==> src/rtl/swt_pkg.sv <==
// Purpose: constants for the sleep wake timer and battery monitor
// Assumes: 200 MHz system clock, 32.768 kHz slow source sampled as a pin
// Notes:   register offsets are byte addresses on the register port
//
// Behaviour
// - battery code is 5-bit, 50 mV per step
// - detector powered 250 us every second
// - low-battery flag after four consecutive low readings
// - low-battery enable gates interrupt pin
// - host reads latest level, upper bits zero
// - detector in sleep starts slow RC oscillator unless crystal selected
// - wake timer runs in sleep if armed
// - period is M times two to (5+R-D) ticks
// - expiry with enable asserts interrupt pin
// - count readable as two bytes, high first
// - enabled expiry pulls pin and leaves sleep
// - disabled expiry sets wake flag and pulses wake pin function, pin stays high
// - external crystal select retimes all slow logic
package swt_pkg;

    // ======================================================
    // register offsets
    localparam logic [6:0] SWT_ADDR_STATUS1   = 7'h03;
    localparam logic [6:0] SWT_ADDR_STATUS2   = 7'h04;
    localparam logic [6:0] SWT_ADDR_PER_EXP   = 7'h14;
    localparam logic [6:0] SWT_ADDR_MANT_HI   = 7'h15;
    localparam logic [6:0] SWT_ADDR_MANT_LO   = 7'h16;
    localparam logic [6:0] SWT_ADDR_COUNT_HI  = 7'h17;
    localparam logic [6:0] SWT_ADDR_COUNT_LO  = 7'h18;
    localparam logic [6:0] SWT_ADDR_THRESHOLD = 7'h1a;
    localparam logic [6:0] SWT_ADDR_LEVEL     = 7'h1b;

    // ======================================================
    // field positions and reset values
    localparam int SWT_STAT_WAKE_BIT   = 3;
    localparam int SWT_STAT_LOWBAT_BIT = 2;
    localparam logic [5:0] SWT_PER_EXP_RESET   = 6'h00;
    localparam logic [15:0] SWT_MANT_RESET     = 16'h0000;
    localparam logic [4:0] SWT_THRESHOLD_RESET = 5'h14;
    localparam logic [4:0] SWT_LEVEL_RESET     = 5'h00;

    // ======================================================
    // timing
    localparam int SWT_CLK_MHZ        = 200;
    localparam int SWT_MEAS_TIME_US   = 250;
    localparam int SWT_MEAS_CYCLES    = SWT_MEAS_TIME_US * SWT_CLK_MHZ;
    localparam int SWT_SLOW_HZ        = 32768;
    localparam int SWT_MEAS_PERIOD_S  = 1;
    localparam int SWT_MEAS_PERIOD_TK = SWT_MEAS_PERIOD_S * SWT_SLOW_HZ;
    localparam logic [4:0] SWT_PRESC_BASE_SHIFT = 5'd5;
    localparam logic [2:0] SWT_LOWBAT_CONSEC    = 3'd4;

endpackage : swt_pkg

==> src/rtl/swt_top.sv <==
// Purpose: wake timer and periodic battery monitor with interrupt pin
// Assumes: slow oscillator, crystal and battery code arrive as pins
// Notes:   all state lives in one struct registered on clk
`timescale 1ns/1ps

module swt_top #(
    parameter logic [15:0] MEAS_CYCLES    = 16'(swt_pkg::SWT_MEAS_CYCLES),
    parameter logic [15:0] MEAS_PERIOD_TK = 16'(swt_pkg::SWT_MEAS_PERIOD_TK)
) (
    input  wire logic       clk,
    input  wire logic       resetn,
    input  wire logic [6:0] reg_addr,
    input  wire logic       reg_we,
    input  wire logic       reg_re,
    input  wire logic [7:0] reg_wdata,
    output logic      [7:0] reg_rdata,
    input  wire logic       sleep_mode,
    input  wire logic       lowbat_enable,
    input  wire logic       wake_timer_enable,
    input  wire logic       ext_slow_xtal_select,
    input  wire logic       wake_irq_enable,
    input  wire logic       lowbat_irq_enable,
    input  wire logic       rc_osc_clk,
    input  wire logic       gpio_pin_zero_in,
    input  wire logic [4:0] battery_code,
    output logic            irq_n_pin,
    output logic            lbd_power_on,
    output logic            rc_osc_enable,
    output logic            gpio_pin_zero_xtal_mode,
    output logic            wake_exit_sleep,
    output logic            wake_expired_pulse
);

    // ======================================================
    // state
    typedef struct packed {
        logic        rc_s1;
        logic        rc_s2;
        logic        rc_s3;
        logic        xt_s1;
        logic        xt_s2;
        logic        xt_s3;
        logic [4:0]  bat_s1;
        logic [4:0]  bat_s2;
        logic        sleep_prev;
        logic        armed;
        logic [20:0] presc;
        logic [15:0] wcount;
        logic [5:0]  per_exp;
        logic [15:0] mant;
        logic [4:0]  thresh;
        logic [4:0]  level;
        logic [15:0] sec_cnt;
        logic        meas_on;
        logic [15:0] meas_cnt;
        logic [2:0]  consec;
        logic        wake_flag;
        logic        lowbat_flag;
        logic        irq_n;
        logic [7:0]  rdata;
        logic        exit_sleep;
        logic        expired;
        logic        osc_en;
    } swt_state_type;

    swt_state_type state_q;
    swt_state_type state_d;

    logic        slow_tick;
    logic        run;
    logic [4:0]  shift;
    logic [20:0] presc_lim;
    logic        expire;
    logic        meas_done;
    logic        low_now;
    logic        read_status;

    // ======================================================
    // slow tick from selected source
    always_comb
    begin
        if (ext_slow_xtal_select)
        begin
            slow_tick = state_q.xt_s2 & ~state_q.xt_s3;
        end
        else
        begin
            slow_tick = state_q.rc_s2 & ~state_q.rc_s3;
        end
    end

    // wake prescaler limit: 2^(5+R-D) ticks per mantissa step
    assign shift = SWT_SHIFT_CALC(state_q.per_exp);
    assign presc_lim = (21'(1) << shift) - 21'(1);
    // runs awake, or in sleep only when armed at entry
    assign run = wake_timer_enable & (~sleep_mode | state_q.armed);
    assign expire = run & slow_tick & (state_q.presc == presc_lim)
                  & ((state_q.wcount + 16'(1)) >= state_q.mant);
    assign meas_done = state_q.meas_on
                     & (state_q.meas_cnt == MEAS_CYCLES - 16'(1));
    assign low_now = state_q.bat_s2 < state_q.thresh;
    assign read_status = reg_re & (reg_addr == swt_pkg::SWT_ADDR_STATUS2);

    function automatic logic [4:0] SWT_SHIFT_CALC(input logic [5:0] pe);
        SWT_SHIFT_CALC = swt_pkg::SWT_PRESC_BASE_SHIFT + {1'b0, pe[5:2]}
                       - {3'b000, pe[1:0]};
    endfunction : SWT_SHIFT_CALC

    // ======================================================
    // next state
    always_comb
    begin
        state_d = state_q;
        // synchronisers
        state_d.rc_s1  = rc_osc_clk;
        state_d.rc_s2  = state_q.rc_s1;
        state_d.rc_s3  = state_q.rc_s2;
        state_d.xt_s1  = gpio_pin_zero_in;
        state_d.xt_s2  = state_q.xt_s1;
        state_d.xt_s3  = state_q.xt_s2;
        state_d.bat_s1 = battery_code;
        state_d.bat_s2 = state_q.bat_s1;
        state_d.exit_sleep = 1'b0;
        state_d.expired    = 1'b0;

        // arm wake timer on sleep entry
        state_d.sleep_prev = sleep_mode;
        if (sleep_mode & ~state_q.sleep_prev)
        begin
            state_d.armed = wake_timer_enable;
        end
        else if (~sleep_mode)
        begin
            state_d.armed = 1'b0;
        end

        // wake timer counting
        if (~run)
        begin
            state_d.presc  = '0;
            state_d.wcount = '0;
        end
        else if (slow_tick)
        begin
            if (state_q.presc == presc_lim)
            begin
                state_d.presc = '0;
                if (expire)
                begin
                    state_d.wcount = '0;
                end
                else
                begin
                    state_d.wcount = state_q.wcount + 16'(1);
                end
            end
            else
            begin
                state_d.presc = state_q.presc + 21'(1);
            end
        end

        // expiry effects
        if (expire)
        begin
            state_d.expired = 1'b1;
            if (wake_irq_enable)
            begin
                state_d.exit_sleep = sleep_mode;
            end
        end

        // battery measurement scheduling
        if (~lowbat_enable)
        begin
            state_d.sec_cnt  = '0;
            state_d.meas_on  = 1'b0;
            state_d.meas_cnt = '0;
            state_d.consec   = '0;
        end
        else
        begin
            if (slow_tick)
            begin
                if (state_q.sec_cnt == MEAS_PERIOD_TK - 16'(1))
                begin
                    state_d.sec_cnt  = '0;
                    state_d.meas_on  = 1'b1;
                    state_d.meas_cnt = '0;
                end
                else
                begin
                    state_d.sec_cnt = state_q.sec_cnt + 16'(1);
                end
            end
            if (state_q.meas_on)
            begin
                state_d.meas_cnt = state_q.meas_cnt + 16'(1);
            end
            if (meas_done)
            begin
                state_d.meas_on = 1'b0;
                state_d.level   = state_q.bat_s2;
                if (low_now)
                begin
                    if (state_q.consec != swt_pkg::SWT_LOWBAT_CONSEC)
                    begin
                        state_d.consec = state_q.consec + 3'(1);
                    end
                end
                else
                begin
                    state_d.consec = '0;
                end
            end
        end

        // flags: status read clears, a new event wins
        if (read_status)
        begin
            state_d.wake_flag   = 1'b0;
            state_d.lowbat_flag = 1'b0;
        end
        if (expire)
        begin
            state_d.wake_flag = 1'b1;
        end
        if (meas_done & low_now
            & (state_q.consec >= swt_pkg::SWT_LOWBAT_CONSEC - 3'(1)))
        begin
            state_d.lowbat_flag = 1'b1;
        end

        // interrupt pin low while an enabled flag is pending
        state_d.irq_n = ~((state_d.wake_flag & wake_irq_enable)
                        | (state_d.lowbat_flag & lowbat_irq_enable));

        // slow RC oscillator request in sleep
        state_d.osc_en = sleep_mode & ~ext_slow_xtal_select
                       & (lowbat_enable | state_q.armed);

        // register writes
        if (reg_we)
        begin
            unique case (reg_addr)
                swt_pkg::SWT_ADDR_PER_EXP:
                    state_d.per_exp = reg_wdata[5:0];
                swt_pkg::SWT_ADDR_MANT_HI:
                    state_d.mant[15:8] = reg_wdata;
                swt_pkg::SWT_ADDR_MANT_LO:
                    state_d.mant[7:0] = reg_wdata;
                swt_pkg::SWT_ADDR_THRESHOLD:
                    state_d.thresh = reg_wdata[4:0];
                default:
                    state_d.thresh = state_d.thresh;
            endcase
        end

        // register reads, data held until next read
        if (reg_re)
        begin
            unique case (reg_addr)
                swt_pkg::SWT_ADDR_STATUS2:
                begin
                    state_d.rdata = 8'h00;
                    state_d.rdata[swt_pkg::SWT_STAT_WAKE_BIT] =
                        state_q.wake_flag;
                    state_d.rdata[swt_pkg::SWT_STAT_LOWBAT_BIT] =
                        state_q.lowbat_flag;
                end
                swt_pkg::SWT_ADDR_PER_EXP:
                    state_d.rdata = {2'b00, state_q.per_exp};
                swt_pkg::SWT_ADDR_MANT_HI:
                    state_d.rdata = state_q.mant[15:8];
                swt_pkg::SWT_ADDR_MANT_LO:
                    state_d.rdata = state_q.mant[7:0];
                swt_pkg::SWT_ADDR_COUNT_HI:
                    state_d.rdata = state_q.wcount[15:8];
                swt_pkg::SWT_ADDR_COUNT_LO:
                    state_d.rdata = state_q.wcount[7:0];
                swt_pkg::SWT_ADDR_THRESHOLD:
                    state_d.rdata = {3'b000, state_q.thresh};
                swt_pkg::SWT_ADDR_LEVEL:
                    state_d.rdata = {3'b000, state_q.level};
                default:
                    state_d.rdata = 8'h00;
            endcase
        end
    end

    // ======================================================
    // state register, synchronous reset
    always_ff @(posedge clk)
    begin
        if (!resetn)
        begin
            state_q         <= '0;
            state_q.per_exp <= swt_pkg::SWT_PER_EXP_RESET;
            state_q.mant    <= swt_pkg::SWT_MANT_RESET;
            state_q.thresh  <= swt_pkg::SWT_THRESHOLD_RESET;
            state_q.level   <= swt_pkg::SWT_LEVEL_RESET;
            state_q.irq_n   <= 1'b1;
        end
        else
        begin
            state_q <= state_d;
        end
    end

    // ======================================================
    // outputs
    assign reg_rdata               = state_q.rdata;
    assign irq_n_pin               = state_q.irq_n;
    assign lbd_power_on            = state_q.meas_on;
    assign rc_osc_enable           = state_q.osc_en;
    assign gpio_pin_zero_xtal_mode = ext_slow_xtal_select;
    assign wake_exit_sleep         = state_q.exit_sleep;
    assign wake_expired_pulse      = state_q.expired;

endmodule : swt_top

==> config.mk <==
export PLATFORM = sky130hd
export DESIGN_NAME = swt_top
export DESIGN_NICKNAME = d
export VERILOG_FILES = /design/src/rtl/swt_pkg.sv /design/src/rtl/swt_top.sv
export SDC_FILE = /design/constraint.sdc
export NUM_CORES = 1
export LEC_CHECK = 0
export BUFFER_PORTS_ARGS = -buffer_cell sky130_fd_sc_hd__buf_2
export CORE_MARGIN = 2
export CORE_UTILIZATION = 60
export CTS_CLUSTER_SIZE = 25
export DETAILED_ROUTE_END_ITERATION = 10
export GPL_TIMING_DRIVEN = 0
export PLACE_DENSITY = 0.87
export SETUP_SLACK_MARGIN = 0.4
export SYNTH_ARGS = -nofsm -noshare
export SYNTH_HDL_FRONTEND = slang
export SYNTH_SLANG_ARGS = --single-unit
==> constraint.sdc <==
create_clock -name clk -period 6.9 [get_ports clk]
set_clock_uncertainty 0.05 [all_clocks]
set_input_delay 1.38 -clock clk [delete_from_list [all_inputs] [get_ports clk]]
set_output_delay 1.38 -clock clk [all_outputs]
set_load 0.01 [all_outputs]
# Word level (Yosys, flattened, before mapping)
# Index checks and enable logic that the tools add are counted.
[word_totals] inputBits=32 ff_bits=137 word_cells=111
[classes] shift=1 n_reduce_logical=15 n_addsub=8 eq_ne=14 n_lt_le_gt_ge=3 bitwise_logic=26 n_mux=16
[op_table] operator="$mux 16" count=5
[op_table] operator="$pmux 8 s8" count=1
[op_table] operator="$eq 7x5->1 const B" count=7
[op_table] operator="$add 16x1->16 const B" count=3
[op_table] operator="$reduce_and 2->1" count=11
[op_table] operator="$add 21x1->21 const B" count=1
[op_table] operator="$eq 21x21->1" count=1
[op_table] operator="$mux 21" count=1
[op_table] operator="$shl 1x5->21 const A" count=1
[op_table] operator="$sub 21x2->21 const B" count=1
[op_table] operator="$eq 16x15->1 const B" count=1
[op_table] operator="$eq 16x16->1 const B" count=1
[op_table] operator="$ge 16x16->1" count=1
[op_table] operator="$and 1x1->1" count=15
[op_table] operator="$not 1->1" count=8
[op_table] operator="$eq 7x3->1 const B" count=1
[op_table] operator="$mux 1" count=6
[op_table] operator="$mux 3" count=2
[op_table] operator="$add 3x4->5 const A" count=1
[op_table] operator="$lt 5x5->1" count=1
[op_table] operator="$sub 5x2->5" count=1
[op_table] operator="$ne 2x1->1 const B" count=2
[op_table] operator="$reduce_bool 2->1" count=2
[op_table] operator="$add 3x1->3 const B" count=1
[op_table] operator="6 further kinds" count=8

# Depth between registers and ports, before layout
# Gate-level depths: netlist of run 1.
[logic_depth] ltp_word=11 ltp_mapped=22 depth_no_buf=18

# Least setup slack after synthesis of run 1
# OpenSTA, ideal clock, no wires.
[synth_timing] path_kind="register to register" from="reg state_q[79] (netlist name)" to="reg state_q[100] (netlist name)" t_arrival_ns=4.809 path_stages_with_launch=22 synth_period_minus_slack_ns=4.999 slack_ns=1.901 t_required_ns=6.709 path_cell_list="dfxtp_1 -> inv_1 -> ha_1 -> inv_1 -> ha_1 -> inv_1 -> fa_1 -> buf_2 -> buf_2 -> nand2_1 -> or3_1 -> ha_1 -> nor2b_1 -> o21ai_2 -> and2_1 -> clkbuf_1 -> o31ai_1 -> or4_1 -> or4b_4 -> nor4_4 -> buf_6 -> nor3_2"
[synth_between] elab_chain_len=6
[synth_lines] element="start, declared" line="swt_top.sv:66" rtl="swt_state_type state_q;"
[synth_lines] element="start signal, assigned" line="swt_top.sv:306" rtl="state_q <= state_d;"
[synth_lines] element="$add 3x4->5" line="swt_top.sv:105" rtl="SWT_SHIFT_CALC = swt_pkg::SWT_PRESC_BASE_SHIFT + {1'b0, pe[5:2]}"
[synth_lines] element="$sub 5x2->5" line="swt_top.sv:106" rtl="- {3'b000, pe[1:0]};"
[synth_lines] element="$shl 1x5->21" line="swt_top.sv:94" rtl="assign presc_lim = (21'(1) << shift) - 21'(1);"
[synth_lines] element="$sub 21x2->21" line="swt_top.sv:94"
[synth_lines] element="$eq 21x21->1" line="swt_top.sv:145" rtl="if (state_q.presc == presc_lim)"
[synth_lines] element="$mux 21" line="swt_top.sv:145"
# No other way between the ends.
# A chain may end at the register's enable or synchronous reset.

# Worst setup path after layout of run 1
[layout_timing] from="reg state_q[79] (netlist name)" to="reg state_q[91] (netlist name)"
[layout_between] elab_chain_len=8 word_cells_on_any_way=9
[layout_lines] element="$add 3x4->5 *" line="swt_top.sv:105"
[layout_lines] element="$sub 5x2->5 *" line="swt_top.sv:106"
[layout_lines] element="$shl 1x5->21 *" line="swt_top.sv:94"
[layout_lines] element="$sub 21x2->21 *" line="swt_top.sv:94"
[layout_lines] element="$eq 21x21->1 *" line="swt_top.sv:97, swt_top.sv:145"
[layout_lines] element="$and 1x1->1" line="swt_top.sv:97" rtl="assign expire = run & slow_tick & (state_q.presc == presc_lim)"
[layout_lines] element="$and 1x1->1" line="swt_top.sv:98" rtl="& ((state_q.wcount + 16'(1)) >= state_q.mant);"
[layout_lines] element="$mux 16" line="swt_top.sv:148" rtl="if (expire)"
# Every way passes the cells marked *; elsewhere a longest branch is shown, timed or not.

==> results of run 1 <==
-- worst max path at each step --
stage	depth (start not counted)	to	slack, ns	start
CTS	21	state_q[101]	1.11	state_q[79]
floorplan	21	state_q[100]	1.90	state_q[79]
global route	20	state_q[91]	0.69	state_q[79]
finish	21	state_q[91]	1.05	state_q[79]
detailed placement	21	state_q[98]	1.14	state_q[79]
global placement	21	state_q[107]	1.16	state_q[79]
-- critical path: stages (launching register included) --
cell and delay, ns:
dfxtp_1 0.39, inv_1 0.07, ha_1 0.34, inv_1 0.08, ha_1 0.21, inv_1 0.07, fa_1 0.55, buf_2 0.25
buf_2 0.25, nand2_1 0.10, or3_1 0.34, ha_1 0.30, nor2b_1 0.18, o21ai_2 0.15, and2_1 0.18, clkbuf_1 0.28
o211ai_1 0.15, a21oi_1 0.17, nand4_1 0.45, nor4_4 0.78, buf_6 0.26, mux2i_1 0.19
-- registers in the layout, indices dropped and copies added (netlist names) --
name / count
irq_n_pin: 1
lbd_power_on: 1
rc_osc_enable: 1
reg_rdata: 8
state_d: 9
state_q: 115
wake_exit_sleep: 1
wake_expired_pulse: 1
-- metrics by stage --
stage | utilization (%) | hold WS (ns) | cell area [µm²]
after floorplan | - | 0.362 | 8700
after global placement | 65.1 | 0.364 | 9140
after detailed placement | 65.1 | 0.371 | 9140
after CTS | 69.6 | 0.385 | 9770
after global routing | 69.6 | 0.398 | 9780
final | 69.6 | 0.380 | 9780
-- where the power goes --
group / internal (W) / total, W / switching, W
combinational: 0.0000251 / 0.0000784 / 0.0000533
clock: 0.000615 / 0.000976 / 0.000361
sequential: 0.000797 / 0.000799 / 0.00000255
total: 0.00144 / 0.00185 / 0.000417
-- logic make-up (layout without fill, tap and decap cells) --
group	after synthesis	count (layout)	share of synthesized area, %
muxes	24	24	2.78
AOI/OAI and AO/OA	234	234	19.3
xor gates and xnor gates	58	58	5.93
DFF	137	137	31.5
buffers and inverters	109	184	5.74
and+or+nand+nor	470	470	29.7
adders and majority gates	34	34	4.98
-- layer usage --
| metal | track usage [%] | up-vias | wire length, µm |
|---|---|---|---|
| met5 | 0 | - | 0 |
| met4 | 13.7 | 0 | 898 |
| met3 | 6.01 | 88 | 1950 |
| met2 | 48.9 | 395 | 10900 |
| met1 | 40.1 | 3915 | 10100 |
| li1 | - | 3971 | - |
-- cell usage after synthesis (all sizes together) (3+ instances only) --
cell type	number	share of area (%)
o41a	8	1.0
and3	30	2.2
a22o	5	0.50
xnor2	23	2.3
nand2b	16	1.2
buf	25	2.1
nor4	16	1.7
a31oi	8	0.58
a2111oi	3	0.32
dfxtp	137	32
a221oi	10	1.1
a22oi	7	0.60
nor3	40	3.5
a31o	6	0.60
xor2	35	3.6
nor2	57	2.5
a32oi	3	0.30
nand3	68	4.1
nand4	14	1.0
a211oi	5	0.43
a21o	10	0.86
o31ai	5	0.43
or4	5	0.43
nor3b	6	0.52
nand2	125	5.4
a21oi	43	2.6
nor2b	30	2.2
and2	28	2.0
or3b	3	0.30
nand3b	9	0.78
ha	33	4.7
inv	40	1.7
o311ai	3	0.30
mux2i	23	2.6
o211ai	10	0.92
a21boi	26	2.2
o22ai	10	0.72
clkbuf	44	1.9
o21ai	37	2.3
or4b	3	0.39
a311oi	3	0.30
or3	9	0.65
o2111ai	8	0.81
o21a	8	0.69
-- area by class of cell --
class	count	share of cell area, %
flip-flops and latches	137	28.0
plain buffers	69	3.57
clock inverters	14	2.00
repair buffers	43	2.20
inverters	40	1.54
clock buffers	18	4.49
multi-input cells	820	55.9
well taps	180	2.30
==> out/results.ini, run 1 <==
[final_layout]
regArea_um2=2740
layout_common_cells=137 x dfxtp_1, 125 x nand2_1, 67 x nand3_1
final_common_cell=dfxtp_1
area_delta_synth_final_pct=12.4
num_antenna_cells=0
multiInputGateArea_um2=5460
fin_nets=1194
final_cell_count_no_fill=1321
fillers=1104
drive_above_1_share_pct=12.6

[global_routing]
grt_pass1_vias=7692
grt_overflow_total=0
grt_max_degree=17
grt_usage_pct=30.6
antenna_found_initial=0
grt_pass1_wl_um=38900

[timing]
fin_crit_ns=5.85
rsz0062_at_grt=false
fin_setup_tns_ns=0
slew_viol_final=0
setup_viol=0
worst_slew_pin_slew_ns=0.921
maxSlewHeadroom_pct=38.2
finalCritPeriodShare_pct=84.8
hold_viol=0
max_freq_ghz=0.171
setup_ws_ns=1.05

[critical_path]
cp-end-kind=register
regToRegSetupSlack_ns=1.05
crit_required_ns=7.21
critPathLaunchType=register
path_class=reg2reg
worst_ep_arrival_time_ns=6.16
rr_startpoint=state_q[79]
rr_worst_depth=21
cp_max_fo=10
rr_endpoint=state_q[91]

[power]
power.leakage_nw=3.55
ir_drop_mv=0.197
powerDensity_nw_per_um2=190
fin_total_pwr_w=0.00185

[logic_synthesis]
ys_types=88
synthCells=1066
synth_edf_count=0
yosys_most_used_dff=dfxtp_1
ys_seq_area_share_pct=31.5
synth_area_um2=8700
async_reset_ff_share_pct=0
ys_ff_latch=137
synth_area_per_cell_um2=8.16
syn-num-nets=1132
ys_warn_count=0

[floorplan]
coreArea_um2=14000
start_util_pct=61.9
rows=43
dieArea_um2=15500
chipWidth_um=124
die_h_um=124
ios=46

[outcome]
outcome=completed

[place]
place_congestion=0.956
hpwl_um=17200
numPortBuffers=43
dp_slack_ns=1.14
placed_cells=1289

[drt]
drc_errors=0
vias=8369
wl_per_cell_um=18.1
drt_pass1_iterations=5
wirelength_um=23900
via_per_inst=6.34
postRouteAntennaNets=0
drt-initial-drc-count=977

[clocking]
cts_buffer_depth=2
cts_tree=built
post_cts_buffers=0
hold_buffers=0
h-tree-depth=4
clock_latency_ns=0.43
cts_resized=0
clockRootBuffer=clkbuf_16
clk_pin_slew_ns=0.06
numCtsBuffers=17
cts_sinks=137

[flow_run]
maxCapViolCount=0

[worst_hold_path]
holdPathStages=1
min_from=state_d[135]
hp-class=reg2reg
min_to=state_d[134]

Note: power is estimated with default switching activity, not from simulation.
==> run 2: changes to the inputs <==
--- a/config.mk
+++ b/config.mk
@@ -7,11 +7,11 @@
 export LEC_CHECK = 0
 export BUFFER_PORTS_ARGS = -buffer_cell sky130_fd_sc_hd__buf_2
 export CORE_MARGIN = 2
-export CORE_UTILIZATION = 60
+export CORE_UTILIZATION = 56
 export CTS_CLUSTER_SIZE = 25
 export DETAILED_ROUTE_END_ITERATION = 10
 export GPL_TIMING_DRIVEN = 0
-export PLACE_DENSITY = 0.87
+export PLACE_DENSITY = 0.86
 export SETUP_SLACK_MARGIN = 0.4
 export SYNTH_ARGS = -nofsm -noshare
 export SYNTH_HDL_FRONTEND = slang
==> constraint.sdc (replaced) <==
create_clock -name clk -period 5.2 [get_ports clk]
set_clock_uncertainty 0.05 [all_clocks]
set_input_delay 1.04 -clock clk [delete_from_list [all_inputs] [get_ports clk]]
set_output_delay 1.04 -clock clk [all_outputs]
set_load 0.01 [all_outputs]
==> run 2 against run 1 <==
Via count up 2.0%. Final area increased by 4.3%. Final cell count up 2.3%. Register-to-register slack got worse by 0.52 ns.
==> out/results.ini, run 2 (synthesized netlist as in run 1, its figures left out) <==
[outcome]
outcome=completed

[critical_path]
crit_top_cell=buf_6
path_class=reg2reg
critical_path.top_delay_family=simple AND/OR/NAND/NOR gates
cp_max_fo=6
slowest_delay_ns=0.58
crit_chain=inv_2 > ha_4 > inv_2 > ha_4 > inv_1 > fa_2 > buf_6 > buf_6 > nand2_2 > or3_4 > ha_4 > o21ai_0 > a31oi_1 > a31o_1 > or4_1 > or4b_4 > nor4_4 > buf_6 > buf_6 > buf_12 > nor3_2
critPathLaunchType=register
critPathBufInv=8
crit_required_ns=5.44
slowest_stage=or4b_4
worst_ep_arrival_time_ns=4.91
cp-end-kind=register

[timing]
worst_slew_pin_slew_ns=0.805
finalCritPeriodShare_pct=89.8
max_freq_ghz=0.214
rsz0062_at_grt=true
fin_crit_ns=4.67
maxSlewHeadroom_pct=46.0
slew_viol_final=0
hold_viol=0
hold_slack_ns=0.384
setup_viol=0

[global_routing]
grt_pass1_vias=8184
grt_overflow_total=0
antenna_found_initial=0
grt_max_degree=17
grt_pass1_wl_um=40700
grt_usage_pct=30.7

[clocking]
hold_buffers=0
clockRootBuffer=clkbuf_16
cts_sinks=137
cts_tree=built
clock_latency_ns=0.43
clk_pin_slew_ns=0.06
cts_buffer_depth=2
h-tree-depth=4
numCtsBuffers=17

[drt]
postRouteAntennaNets=0
drt_pass1_iterations=8
drc_errors=0
drt-initial-drc-count=915
vias=8538
via_per_inst=6.32
wirelength_um=25200
wl_per_cell_um=18.6

[power]
fin_total_pwr_w=0.00251
powerDensity_nw_per_um2=246
ir_drop_mv=0.271
power.leakage_nw=3.74

[worst_hold_path]
hp-class=reg2reg

[floorplan]
ios=46
rows=45
coreArea_um2=15200
chipWidth_um=129
dieArea_um2=16500
start_util_pct=57.2
die_h_um=129

[final_layout]
layout_common_cells=134 x dfxtp_1, 124 x nand2_1, 67 x nand3_1
area_delta_synth_final_pct=17.2
largest_reg_flops=115
num_antenna_cells=0
fin_nets=1216
final_common_cell=dfxtp_1
drive_above_1_share_pct=16.7
top_register=state_q

[flow_run]
maxCapViolCount=0

[place]
numPortBuffers=43
place_congestion=0.975
hpwl_um=17600

[run 2: cell types whose count changed in the layout (fill, tap and decap cells not counted), moves of 3 or more]
| cell | delta |
|---|---|
| buf_6 | +4 |
| ha_4 | +3 |
| dfxtp_1 | -3 |
| clkbuf_2 | +3 |
| buf_2 | -4 |
| ha_1 | -4 |
| clkbuf_1 | -3 |
| buf_4 | +19 |
| dfxtp_2 | +3 |
[run 2: area by class of cell]
cell class,count,area [µm²]
repair buffers,65,424
fillers,1230,5000
plain buffers,69,390
inverters,40,150
multi-input cells,820,5590
well taps,188,235
flip-flops and latches,137,2750
clock buffers,19,443
clock inverters,13,214
[run 2: repair_timing]
| action | in CTS | in global routing |
|---|---|---|
| gates resized for setup | 27 | 23 |
| pin swaps | 8 | 9 |
| setup buffers | 16 | 4 |
| gates cloned | 2 | 0 |
| setup endpoints to repair | 41 | 39 |
[run 2: worst register-to-register path: cells and delay by family, from the launching register on]
family          cells  cell delay (ns)
simple gates        6             1.76
fa+ha+maj           4             1.09
buf+inv             8             0.76
compound gates      3             0.55
flops               1             0.33
[run 2: through the flow]
step,utilization (%),setup WS (ns),setup TNS (ns),instance area (µm²),std cells
floorplan,-,0.418,0,8700,1066
global placement,60.2,-0.470,-11.89,9150,1297
finish,67.1,0.530,0,10200,1351
detailed placement,60.3,-0.359,-10.19,9160,1297
global route,67.1,0.364,0,10200,1351
CTS,66.3,0.413,0,10100,1347
[run 2: layer usage]
metal / track usage [%] / wire, µm / up-vias
met5: 0 / 0 / -
met4: 13.9 / 888 / 0
met3: 6.28 / 1920 / 75
met2: 52.3 / 12100 / 411
met1: 37.7 / 10300 / 4044
li1: - / - / 4008
[run 2: worst paths after layout]
kind             endpoint    startpoint  depth (start not counted)  slack, ns
max reg2reg  state_q[109]   state_q[79]                         21       0.53
min reg2reg  state_q[124]  state_d[124]                          1       0.38
min          state_q[124]  state_d[124]                          1       0.38
max          state_q[109]   state_q[79]                         21       0.53
[run 2: report_power, final]
group          leakage (nW)  switching, W  internal, W
Clock                 0.315      0.000477     0.000868
Sequential             1.11    0.00000331      0.00106
Combinational          2.31     0.0000708    0.0000349
==> run 3: changes to the inputs <==
--- a/config.mk
+++ b/config.mk
@@ -11,7 +11,7 @@
 export CTS_CLUSTER_SIZE = 25
 export DETAILED_ROUTE_END_ITERATION = 10
 export GPL_TIMING_DRIVEN = 0
-export PLACE_DENSITY = 0.86
+export PLACE_DENSITY_LB_ADDON = 0.05
 export SETUP_SLACK_MARGIN = 0.4
 export SYNTH_ARGS = -nofsm -noshare
 export SYNTH_HDL_FRONTEND = slang
==> constraint.sdc (replaced) <==
create_clock -name clk -period 5.2 [get_ports clk]
set_clock_uncertainty 0.05 [all_clocks]
set_input_delay 0 -clock clk [delete_from_list [all_inputs] [get_ports clk]]
set_output_delay 0 -clock clk [all_outputs]
set_load 0.01 [all_outputs]
==> run 3 against run 2 <==
Via count down 1.3%. Maximum frequency down 0.31%. Sequential power about the same. Highest routed layer unchanged.
==> out/results.ini, run 3 (synthesized netlist as in run 1, its figures left out) <==
[outcome]
outcome=completed

[flow_run]
maxCapViolCount=0

[timing]
maxSlewHeadroom_pct=31.5
hold_viol=0
setup_ws_ns=0.515
slew_viol_final=0
max_freq_ghz=0.213
rsz0062_at_grt=false
worst_slew_pin_slew_ns=1.02
finalCritPeriodShare_pct=90.1
setup_viol=0
fin_crit_ns=4.68

[floorplan]
dieArea_um2=16500
start_util_pct=57.2
chipWidth_um=129
die_h_um=129
coreArea_um2=15200
ios=46
rows=45

[worst_hold_path]
holdPathStages=3
min_to=reg_rdata[1]
hp-class=in2reg
min_from=reg_re

[final_layout]
top_register=state_q
fillers=1262
final_cell_count_no_fill=1378
largest_reg_flops=115
fin_nets=1243
num_antenna_cells=0
final_common_cell=dfxtp_1
layout_common_cells=133 x dfxtp_1, 124 x nand2_1, 67 x nand3_1
area_delta_synth_final_pct=20.2
drive_above_1_share_pct=16.4

[critical_path]
critPathLaunchType=register
crit_required_ns=5.43
cp-end-kind=register
rr_endpoint=state_q[108]
rr_startpoint=state_q[79]
rr_worst_depth=23
cp_max_fo=5
path_class=reg2reg
worst_ep_arrival_time_ns=4.92
regToRegSetupSlack_ns=0.52

[power]
powerDensity_nw_per_um2=246
fin_total_pwr_w=0.00257
power.leakage_nw=3.86
ir_drop_mv=0.229

[global_routing]
grt_max_degree=17
antenna_found_initial=0
grt_pass1_wl_um=40500
grt_usage_pct=31.0
grt_pass1_vias=7838
grt_overflow_total=0

[clocking]
numCtsBuffers=17
h-tree-depth=4
clockRootBuffer=clkbuf_16
cts_sinks=137
cts_tree=built
clock_latency_ns=0.43
clk_pin_slew_ns=0.07
cts_buffer_depth=2

[drt]
vias=8428
wirelength_um=25200
drt_pass1_iterations=5
drt-initial-drc-count=734
wl_per_cell_um=18.3
via_per_inst=6.12
drc_errors=0
postRouteAntennaNets=0

[place]
dp_slack_ns=-0.398
place_congestion=0.998
numPortBuffers=43
hpwl_um=17900
placed_cells=1297

## run 3: worst max-delay path by stage
| stage | startpoint | endpoint | slack [ns] |
|---|---|---|---|
| finish | state_q[79] | state_q[108] | 0.52 |
| detailed placement | state_q[79] | state_q[94] | -0.40 |
| global placement | state_q[79] | state_q[94] | -0.35 |
| global route | state_q[79] | state_q[114] | 0.39 |
| floorplan | state_q[79] | state_q[100] | 0.42 |
| CTS | state_q[79] | state_q[114] | 0.41 |
## run 3: layout make-up
cell class,count,area [µm²],share of cell area [%]
Buffer,69,389,3.72
Clock inverter,14,234,2.24
Multi-Input combinational cell,820,5580,53.3
Clock buffer,18,439,4.20
Sequential cell,137,2750,26.3
Tap cell,188,235,2.25
Inverter,40,153,1.46
Timing Repair Buffer,92,677,6.47
## run 3: repair_timing
action | in CTS | in global routing
gates cloned | 2 | 0
buffers inserted | 15 | 7
hold buffers | 25 | 0
pin swaps | 8 | 7
gates resized for setup | 27 | 22
endpoints found under the hold margin | 43 | 0
endpoints found under the setup margin | 41 | 39
## run 3: metrics by stage
step	hold WS (ns)	util (%)	TNS [ns]	area, µm²
3_3_place_gp	0.156	60.2	-9.40	9150
6_report	0.0290	68.8	0	10500
4_1_cts	0.0158	67.9	0	10300
3_5_place_dp	0.160	60.2	-10.52	9150
2_1_floorplan	0.0293	-	0	8700
5_1_grt	0.0521	68.8	0	10500
## run 3: metal layers
metal / global-route usage, % / vias up / routed length (µm)
li1: - / 4069 / -
met1: 42.2 / 3956 / 11400
met2: 48.9 / 338 / 11200
met3: 6.20 / 65 / 1760
met4: 11.7 / 0 / 779
met5: 0 / - / 0
## run 3: worst max-delay path, cell delays in order (launching register included)
cell,delay [ns]
dfxtp_4,0.35
inv_2,0.04
ha_4,0.24
inv_4,0.05
ha_4,0.11
inv_1,0.04
fa_2,0.54
buf_6,0.11
buf_6,0.09
nand2_2,0.06
or3_4,0.36
ha_4,0.19
nor2b_4,0.13
o21ai_4,0.10
and2_1,0.17
clkbuf_8,0.14
o31ai_1,0.06
or4_1,0.54
or4b_4,0.57
nor4_4,0.16
buf_6,0.18
buf_6,0.11
buf_12,0.10
nor3_2,0.04
## run 3: report_power, final
group | switching (W) | leakage [nW] | total [W] | internal [W]
Combinational | 0.0000737 | 2.42 | 0.000120 | 0.0000465
Clock | 0.000511 | 0.330 | 0.00139 | 0.000878
Sequential | 0.00000309 | 1.11 | 0.00106 | 0.00106
Total | 0.000588 | 3.86 | 0.00257 | 0.00198
